[src/rtl/bsx_pkg.sv]
package bsx_pkg;

    // Bank geometry
    localparam int BANK_DEPTH = 22;
    localparam logic [4:0] BANK_LAST = 5'h15;

    // Register bus offsets (byte addresses)
    localparam logic [7:0] ADDR_WORK = 8'h00;
    localparam logic [7:0] ADDR_STATUS = 8'h04;
    localparam logic [7:0] ADDR_CONTROL = 8'h08;

    // Status register bit positions
    localparam int STAT_CARRY = 0;
    localparam int STAT_NIBBLE = 1;
    localparam int STAT_ZERO = 2;
    localparam int STAT_PD_N = 3;
    localparam int STAT_TO_N = 4;

    // Control register bit positions
    localparam int CTRL_HALT = 0;

    // Values after reset
    localparam logic [7:0] WORK_RESET = 8'h00;
    localparam logic [4:0] STATUS_RESET = 5'h18;
    localparam logic [31:0] PRDATA_RESET = 32'h0000_0000;

    // Instruction latency through the execute stage
    localparam int EXEC_CYCLES = 1;

    typedef enum logic [2:0] {
        OP_SUB_REG,
        OP_SUB_IMM,
        OP_STORE_BANK,
        OP_LOAD_BANK,
        OP_SLEEP
    } bsx_op_e;

    typedef struct packed {
        bsx_op_e op;
        logic dest;
        logic [7:0] operand;
    } bsx_instr_s;

    typedef struct packed {
        logic to_n;
        logic pd_n;
        logic zero;
        logic nibble;
        logic carry;
    } bsx_flags_s;

    typedef struct packed {
        logic we;
        logic [6:0] addr;
        logic [7:0] wdata;
    } bsx_file_s;

endpackage

[src/rtl/bsx_bank.sv]
`timescale 1ns/1ps
`default_nettype none

module bsx_bank (
    input wire logic clock,
    input wire logic reset,
    input wire logic we,
    input wire logic [4:0] waddr,
    input wire logic [7:0] wdata,
    input wire logic [4:0] raddr,
    output logic [7:0] rdata
);

    logic [7:0] mem [0:bsx_pkg::BANK_DEPTH-1];

    generate
        for (genvar i = 0; i < bsx_pkg::BANK_DEPTH; i++) begin : g_entry
            always_ff @(posedge clock) begin
                if (we && waddr == 5'(i)) begin
                    mem[i] <= wdata;
                end
            end
        end
    endgenerate

    // Write-first, so a load right behind a store sees the new value
    always_ff @(posedge clock) begin
        if (reset) begin
            rdata <= 8'h00;
        end else if (we && waddr == raddr) begin
            rdata <= wdata;
        end else if (raddr <= bsx_pkg::BANK_LAST) begin
            rdata <= mem[raddr];
        end else begin
            rdata <= 8'h00;
        end
    end

endmodule

`default_nettype wire

[src/rtl/bsx_exec.sv]
// Function
// - Register subtract: R plus inverted W plus carry
// - Destination bit picks working register or R
// - Zero result without borrow sets carry, zero
// - Underflow clears carry; clear carry subtracts one
// - Immediate subtract always lands in working register
// - Store copies working register into bank entry
// - Load copies bank entry into working register
// - Sleep pulses watchdog clear for one cycle
// - Sleep sets timeout flag, clears powerdown, halts
`timescale 1ns/1ps
`default_nettype none

module bsx_exec (
    input wire logic CLOCK,
    input wire logic RESET,
    input wire logic INSTR_VALID,
    input wire bsx_pkg::bsx_instr_s INSTR,
    output logic INSTR_READY,
    output logic [6:0] FILE_RADDR,
    input wire logic [7:0] FILE_RDATA,
    output bsx_pkg::bsx_file_s FILE_WR,
    output logic [7:0] WORKING_REG,
    output bsx_pkg::bsx_flags_s FLAGS,
    output logic HALT,
    output logic WATCHDOG_CLEAR,
    input wire logic PSEL,
    input wire logic PENABLE,
    input wire logic PWRITE,
    input wire logic [7:0] PADDR,
    input wire logic [31:0] PWDATA,
    output logic [31:0] PRDATA,
    output logic PREADY,
    output logic PSLVERR
);

    logic accept;
    logic exec_valid;
    bsx_pkg::bsx_instr_s exec_instr;
    logic [7:0] bank_rdata;
    logic is_sub_reg;
    logic is_sub_imm;
    logic is_sub;
    logic is_store;
    logic is_load;
    logic is_sleep;
    logic bank_hit;
    logic [7:0] operand_a;
    logic [8:0] sum9;
    logic [4:0] nib5;
    logic [7:0] result;
    logic apb_access;
    logic apb_commit;
    logic apb_mapped;
    logic wr_work;
    logic wr_status;
    logic wr_control;
    logic [31:0] next_prdata;

    assign accept = INSTR_VALID && INSTR_READY;

    // Decode stage: capture instruction, present operand address
    always_ff @(posedge CLOCK) begin
        if (RESET) begin
            exec_valid <= 1'b0;
            exec_instr <= '0;
        end else begin
            exec_valid <= accept;
            if (accept) begin
                exec_instr <= INSTR;
            end
        end
    end

    always_ff @(posedge CLOCK) begin
        if (RESET) begin
            FILE_RADDR <= 7'h00;
        end else if (accept) begin
            FILE_RADDR <= INSTR.operand[6:0];
        end
    end

    // Execute stage decode
    always_comb begin
        is_sub_reg = 1'b0;
        is_sub_imm = 1'b0;
        is_store = 1'b0;
        is_load = 1'b0;
        is_sleep = 1'b0;
        if (exec_valid) begin
            unique case (exec_instr.op)
                bsx_pkg::OP_SUB_REG: is_sub_reg = 1'b1;
                bsx_pkg::OP_SUB_IMM: is_sub_imm = 1'b1;
                bsx_pkg::OP_STORE_BANK: is_store = 1'b1;
                bsx_pkg::OP_LOAD_BANK: is_load = 1'b1;
                bsx_pkg::OP_SLEEP: is_sleep = 1'b1;
                default: is_sleep = 1'b0;
            endcase
        end
    end

    assign is_sub = is_sub_reg || is_sub_imm;
    assign bank_hit = exec_instr.operand[7:5] == 3'h0 && exec_instr.operand[4:0] <= bsx_pkg::BANK_LAST;

    // Borrow subtract as an add of the complement plus carry
    assign operand_a = is_sub_reg ? FILE_RDATA : exec_instr.operand;
    assign sum9 = {1'b0, operand_a} + {1'b0, ~WORKING_REG} + {8'h00, FLAGS.carry};
    assign nib5 = {1'b0, operand_a[3:0]} + {1'b0, ~WORKING_REG[3:0]} + {4'h0, FLAGS.carry};
    assign result = sum9[7:0];

    bsx_bank u_bank (
        .clock(CLOCK),
        .reset(RESET),
        .we(is_store && bank_hit),
        .waddr(exec_instr.operand[4:0]),
        .wdata(WORKING_REG),
        .raddr(INSTR.operand[4:0]),
        .rdata(bank_rdata)
    );

    // Register bus
    assign apb_access = PSEL && PENABLE;
    assign apb_commit = apb_access && PREADY;
    assign apb_mapped = PADDR == bsx_pkg::ADDR_WORK || PADDR == bsx_pkg::ADDR_STATUS
        || PADDR == bsx_pkg::ADDR_CONTROL;
    assign wr_work = apb_commit && PWRITE && PADDR == bsx_pkg::ADDR_WORK;
    assign wr_status = apb_commit && PWRITE && PADDR == bsx_pkg::ADDR_STATUS;
    assign wr_control = apb_commit && PWRITE && PADDR == bsx_pkg::ADDR_CONTROL;

    always_comb begin
        next_prdata = 32'h0000_0000;
        if (PADDR == bsx_pkg::ADDR_WORK) begin
            next_prdata = {24'h00_0000, WORKING_REG};
        end else if (PADDR == bsx_pkg::ADDR_STATUS) begin
            next_prdata = {27'h000_0000, FLAGS};
        end else if (PADDR == bsx_pkg::ADDR_CONTROL) begin
            next_prdata = {31'h0000_0000, HALT};
        end
    end

    // One wait state: ready rises in the second access cycle
    always_ff @(posedge CLOCK) begin
        if (RESET) begin
            PREADY <= 1'b0;
            PSLVERR <= 1'b0;
            PRDATA <= bsx_pkg::PRDATA_RESET;
        end else begin
            PREADY <= apb_access && !PREADY;
            if (apb_access && !PREADY) begin
                PSLVERR <= !apb_mapped;
                PRDATA <= PWRITE ? 32'h0000_0000 : next_prdata;
            end else begin
                PSLVERR <= 1'b0;
                PRDATA <= 32'h0000_0000;
            end
        end
    end

    // Working register: instructions win over the bus
    always_ff @(posedge CLOCK) begin
        if (RESET) begin
            WORKING_REG <= bsx_pkg::WORK_RESET;
        end else if ((is_sub_reg && !exec_instr.dest) || is_sub_imm) begin
            WORKING_REG <= result;
        end else if (is_load) begin
            WORKING_REG <= bank_hit ? bank_rdata : 8'h00;
        end else if (wr_work) begin
            WORKING_REG <= PWDATA[7:0];
        end
    end

    // Write back into the register file
    always_ff @(posedge CLOCK) begin
        if (RESET) begin
            FILE_WR <= '0;
        end else begin
            FILE_WR.we <= is_sub_reg && exec_instr.dest;
            FILE_WR.addr <= exec_instr.operand[6:0];
            FILE_WR.wdata <= result;
        end
    end

    // Status flags
    always_ff @(posedge CLOCK) begin
        if (RESET) begin
            FLAGS <= bsx_pkg::STATUS_RESET;
        end else if (is_sub) begin
            FLAGS.carry <= sum9[8];
            FLAGS.nibble <= nib5[4];
            FLAGS.zero <= result == 8'h00;
        end else if (is_sleep) begin
            FLAGS.to_n <= 1'b1;
            FLAGS.pd_n <= 1'b0;
        end else if (wr_status) begin
            FLAGS <= PWDATA[4:0];
        end
    end

    // Sleep: watchdog clear pulse and halt
    always_ff @(posedge CLOCK) begin
        if (RESET) begin
            WATCHDOG_CLEAR <= 1'b0;
        end else begin
            WATCHDOG_CLEAR <= is_sleep;
        end
    end

    always_ff @(posedge CLOCK) begin
        if (RESET) begin
            HALT <= 1'b0;
        end else if (is_sleep) begin
            HALT <= 1'b1;
        end else if (wr_control && PWDATA[bsx_pkg::CTRL_HALT]) begin
            HALT <= 1'b0;
        end
    end

    // Stop taking instructions as soon as a sleep is taken
    always_ff @(posedge CLOCK) begin
        if (RESET) begin
            INSTR_READY <= 1'b1;
        end else if (accept && INSTR.op == bsx_pkg::OP_SLEEP) begin
            INSTR_READY <= 1'b0;
        end else if (HALT && !is_sleep && wr_control && PWDATA[bsx_pkg::CTRL_HALT]) begin
            INSTR_READY <= 1'b1;
        end
    end

    // Checks
    logic [8:0] need9;
    logic [7:0] diff8;
    logic [4:0] need5;

    assign need9 = {1'b0, WORKING_REG} + {8'h00, !FLAGS.carry};
    assign diff8 = operand_a - WORKING_REG - {7'h00, !FLAGS.carry};
    assign need5 = {1'b0, WORKING_REG[3:0]} + {4'h0, !FLAGS.carry};
endmodule

`default_nettype wire

[config.mk]
export PLATFORM = sky130hd
export DESIGN_NAME = bsx_exec
export DESIGN_NICKNAME = d
export VERILOG_FILES = /design/src/rtl/bsx_pkg.sv /design/src/rtl/bsx_bank.sv /design/src/rtl/bsx_exec.sv
export SDC_FILE = /design/constraint.sdc
export NUM_CORES = 1
export LEC_CHECK = 0
export BUFFER_PORTS_ARGS = -buffer_cell sky130_fd_sc_hd__buf_2
export CORE_AREA = 2 2 207 209
export CTS_BUF_LIST = sky130_fd_sc_hd__clkbuf_16
export CTS_CLUSTER_DIAMETER = 30
export CTS_CLUSTER_SIZE = 16
export DETAILED_ROUTE_END_ITERATION = 12
export DIE_AREA = 0 0 209 211
export PLACE_DENSITY_LB_ADDON = 0.25
export RECOVER_POWER = 25
export SYNTH_ARGS = -nofsm -noshare
export SYNTH_HDL_FRONTEND = slang
export SYNTH_SLANG_ARGS = --single-unit
[constraint.sdc]
create_clock -name CLOCK -period 8.9 [get_ports CLOCK]
set_input_delay 0.445 -clock CLOCK [delete_from_list [all_inputs] [get_ports CLOCK]]
set_output_delay 0.445 -clock CLOCK [all_outputs]
set_load 0.1 [all_outputs]
# Word-level counts from Yosys, hierarchy flattened
# Memories as Yosys holds them, arrays and structs flattened.
# Index checks and enable logic that the tools add are counted.
dict set report classes {
  addsub 4
  div 0
  eq_ne 30
  reduce_logical 84
  n_mul 0
  n_mux 135
  order_cmp 2
  n_bitwise 4
  n_shift 0
}
# operator count
set op_table {}
lappend op_table {{2-to-1 mux 8 bit} 29}
lappend op_table {{OR reduction 8 bit} 21}
lappend op_table {{2-to-1 mux 5 bit} 23}
lappend op_table {{2-to-1 mux 1 bit} 80}
lappend op_table {{== test 5 x 4 -> 1 bit, second input constant} 8}
lappend op_table {{logical AND 1 bit} 40}
lappend op_table {{== test 5 bit, second input constant} 6}
lappend op_table {{== test 5 x 3 -> 1 bit, second input constant} 4}
lappend op_table {{zero test 8 bit} 2}
lappend op_table {{== test 5 x 2 -> 1 bit, second input constant} 2}
lappend op_table {{<= comparator 5 bit, second input constant} 2}
lappend op_table {{adder 8 x 8 -> 9 bit} 1}
lappend op_table {{adder 9 x 1 -> 9 bit} 1}
lappend op_table {{== test 8 x 3 -> 1 bit, second input constant} 1}
lappend op_table {{== test 8 x 4 -> 1 bit, second input constant} 1}
lappend op_table {{NOT 8 bit} 1}
lappend op_table {{nonzero test 2 bit} 4}
lappend op_table {{== test 3 x 2 -> 1 bit, second input constant} 2}
lappend op_table {{== test 3 bit, second input constant} 2}
lappend op_table {{zero test 3 bit} 2}
lappend op_table {{2-to-1 mux 3 bit} 2}
lappend op_table {{adder 4 x 4 -> 5 bit} 1}
lappend op_table {{adder 5 x 1 -> 5 bit} 1}
lappend op_table {{== test 5 x 1 -> 1 bit, second input constant} 1}
lappend op_table {{14 further kinds} 22}
dict set report totals {
  mem_count 1
  ramBits 176
  wordCells 282
  in_bits 66
  regBits 94
  latch_bits 0
  mem_bits_ro 0
}
# name depth word_bits read_ports rd_clocked_by_memory_dff write_ports line
set mem_list {}
lappend mem_list {u_bank.mem 22 8 1 0 1 bsx_bank.sv:14} ;# logic [7:0] mem [0:bsx_pkg::BANK_DEPTH-1];

# Longest topological paths before layout
dict set report logic_depth {
  word_depth 29
  depth_mapped 12
}

# Modules after synthesis
# Synthesis repeated with hierarchy kept, for this count alone.
dict set report hier_totals {
  hier_cells 700
  hier_area_um2 10070.9
}
# module cells_each area_each_um2 n_inst seq_area_each_um2
set by_module_without_submodules {}
lappend by_module_without_submodules {bsx_bank 402 7302.0 1 5445.2}
lappend by_module_without_submodules {bsx_exec 298 2768.9 1 1101.1}

# Worst setup path after synthesis
# OpenSTA, ideal clock, no wires.
dict set report synth_timing {
  kind {register -> register}
  from {register exec_instr[11] (netlist name)}
  to {register FLAGS[2] (netlist name)}
  arrival_ns 3.127
  path_buffers 1
  required_time_ns 8.804
  stages_incl_launch_ff 13
  period_less_slack_ns 3.223
  slack_ns 5.677
  cell_sequence {dfxtp_1 > or3b_1 > buf_2 > nor2_2 > mux2i_1 > fa_1 > fa_1 > nand2b_1 > a21oi_1 > xnor2_1 > and3_1 > nand4_1 > a221oi_1}
}
dict set report synth_between {
  elab_chain_len 8
}
# element line
set synth_lines {}
lappend synth_lines {{from (decl)} bsx_exec.sv:39} ;# bsx_pkg::bsx_instr_s exec_instr;
lappend synth_lines {{from (signal assigned)} bsx_exec.sv:66} ;# exec_instr <= '0;
lappend synth_lines {{from (signal assigned)} bsx_exec.sv:70} ;# exec_instr <= INSTR;
lappend synth_lines {{zero test 3 bit} bsx_exec.sv:91} ;# unique case (exec_instr.op)
lappend synth_lines {{2-to-1 mux 1 bit} bsx_exec.sv:91}
lappend synth_lines {{2-to-1 mux 1 bit} bsx_exec.sv:90} ;# if (exec_valid) begin
lappend synth_lines {{2-to-1 mux 8 bit} bsx_exec.sv:106} ;# assign operand_a = is_sub_reg ? FILE_RDATA : exec_instr.operand;
lappend synth_lines {{adder 8 x 8 -> 9 bit} bsx_exec.sv:107} ;# assign sum9 = {1'b0, operand_a} + {1'b0, ~WORKING_REG} + {8'h00, FLAGS.carry};
lappend synth_lines {{adder 9 x 1 -> 9 bit} bsx_exec.sv:107}
lappend synth_lines {{zero test 8 bit} bsx_exec.sv:190} ;# FLAGS.zero <= result == 8'h00;
lappend synth_lines {{2-to-1 mux 3 bit} bsx_exec.sv:187} ;# end else if (is_sub) begin
lappend synth_lines {{to (signal assigned)} bsx_exec.sv:186} ;# FLAGS <= bsx_pkg::STATUS_RESET;
lappend synth_lines {{to (signal assigned)} bsx_exec.sv:195} ;# FLAGS <= PWDATA[4:0];
lappend synth_lines {{to (decl)} bsx_exec.sv:24} ;# output bsx_pkg::bsx_flags_s FLAGS,
# Parallel ways exist; a longest one is shown, timed or not.
# A chain may end at the register's enable or synchronous reset.

# Final worst setup path
# Ends and elaborated chain as after synthesis.

==> metrics <==
total design power=3626 µW; vias in the first global route=6180; synthesized area per cell=14.69 µm²; Rows=75; leak pwr=0.004554 µW; Syn. warnings=0; hold crit path type=primary input to register; Final Hold Viols=0; GRT overflow=0; RSZ-0062 raised after global routing=false; Critical Path End Type=register; first-pass GRT wire length=37980 µm; Clock Latency Late Sink=0.56 ns; Initial Util=23.84%; most frequent cells in the layout=edfxtp_1, buf_2, nor2_1; Routed WL=25160 µm; Cells after Synth=678; Root Buffer=clkbuf_16; Cell Count, Final, Fillers Out=1380; share of layout cells above drive strength 1=28.06%; final setup vio count=0; max-cap violations=3; top post-synthesis cells by area=edfxtp_1, dfxtp_1, mux4_2; routed vias=6067; commonest non-fill, non-tap cell in the layout=edfxtp_1; initial antenna violation count=0; share of the synthesized area in the top cell type=53.08%; final net count=872; synthesized flop and latch total=239; total die area=44100 µm²; IO Count=139; Setup CP Type=register to register; H-tree levels=2; sequential area share after synthesis=65.75%; n_diodes=0; worst path required time=9.33 ns; Slew @ Worst Pin=1.962 ns; HPWL Detailed=16580 µm; cell taking the most area after synthesis=edfxtp_1; remaining antenna violation count after routing=0; CTS tree=built; Final Core Density=30.34%; area delta synth->final=27.24%; Die W=209 µm; Final Wtd Congestion=0.7754; EDFF count, synth=176; vias per cell=4.396; post-synth design cell area=9957 µm²; dpl ws=5.057 ns; async set or reset register ratio after synthesis=0%; Worst-path clk slew=0.05 ns; WP data arrival=4.28 ns; Max Buffers Root-to-Sink=3; outcome=finished, violations left; Die Y=211 µm; initial DRC count=448; DR WL/cell=18.23 µm; fmax=0.2596 GHz; Pre-Repair DR Iteration Count=4; pwr/cell area=286.2 nW/µm²; VDD IR max=0.1443 mV; failing checks=capacitance limit, slew limit; ys flop type=edfxtp_1; nature of the critical path startpoint=register; clock skew=0.03312 ns; Slew HR=-30.81%; GRT Total Usage=11.33%; Slew Viols, Final=99; final worst slack=5.048 ns; post_cts resized=0; Post-CTS Repair Setup Buffers=0; Setup Total Neg Slack=0 ns; DRC viols=0; crit-path max FO=9; port bufs=90; Num CTS Buffers=52; minimum clock period=3.852 ns; largest net degree at the start of global routing=42; cts hold-fix bufs=0; clk sinks=239; dpl cells=1282; Cell variety after synth=69; setup slack, reg-to-reg=5.05 ns; core area=41760 µm²; crit share post-route=43.28%
-- per-stage QoR --
step / cell area [µm²] / hold slack (ns)
3_5_place_dp: 10870 / 0.4772
5_1_grt: 12670 / 0.1064
4_1_cts: 12700 / 0.09823
6_report: 12670 / 0.1152
2_1_floorplan: 10040 / 0.4475
3_3_place_gp: 10870 / 0.4762
-- worst paths after layout --
path,startpoint,cells after the start,to
max,exec_instr[11],11,FLAGS[2]
min,INSTR[5],2,exec_instr[5]
max reg2reg,exec_instr[11],11,FLAGS[2]
min reg2reg,exec_instr[7],2,exec_instr[7]
-- critical path, stage by stage (launching register included) --
cell	delay, ns
dfxtp_1	0.33
or3b_1	0.57
nor2_2	0.41
mux2i_1	0.19
fa_1	0.44
fa_1	0.44
nand2b_1	0.18
a21oi_1	0.23
xnor2_1	0.24
and3_1	0.24
nand4_1	0.14
a221oi_1	0.32
-- cells by family after synthesis --
group,share of synthesized area (%)
buffers and inverters,4.436
muxes,10.88
and+or+nand+nor,8.658
other,0.03766
DFF,65.75
adders and majority gates,1.282
xor gates and xnor gates,0.7917
AOI/OAI and AO/OA,8.168
-- synthesized netlist by cell type (all sizes together) (3+ instances only) --
master	instances
and3	7
nand2b	6
buf	49
a22o	4
or2	3
nand4	3
a211oi	15
or4	6
nand2	33
clkbuf	10
nor2b	11
o21ai	10
o31a	3
nor2	70
a21oi	17
or3	3
and2	4
ha	7
o221ai	5
a2111oi	6
edfxtp	176
dfxtp	63
a21o	5
a22oi	3
nor4	4
o22a	7
o22ai	4
a221oi	6
inv	15
mux2i	25
mux2	6
mux4	34
nor3	4
xnor2	9
a211o	7
o31ai	4
nand3	9
-- area by class of cell --
type	instances	area (µm²)
Clock buffer	56	1401
Fill cell	4124	29090
Tap cell	539	674.4
Inverter	15	56.30
Multi-Input combinational cell	388	3055
Timing Repair Buffer	101	505.5
Sequential cell	239	6546
Clock inverter	42	430.4
-- flip-flops by register name, indices dropped and copies added (netlist names), 5 cells and up --
name and count:
u_bank.mem 176, FLAGS 5, exec_instr 12, PRDATA 8
u_bank.rdata 8, FILE_WR 16, WORKING_REG 8
-- power breakdown --
group / total (µW) / switching, µW / leakage (µW) / internal (µW)
sequential: 1250 / 16.6 / 0.00201 / 1230
clock: 1940 / 661 / 0.000927 / 1280
combinational: 436 / 341 / 0.00161 / 95.8
-- metal layers --
| layer | GRT usage [%] | share of wire (%) | vias to the layer above |
|---|---|---|---|
| li1 | - | - | 2830 |
| met1 | 15.80 | 50 | 3020 |
| met2 | 17.61 | 44 | 172 |
| met3 | 2.379 | 4.0 | 45 |
| met4 | 3.645 | 2.3 | 0 |
| met5 | 0 | 0 | - |
(Power assumes the default switching activity.)
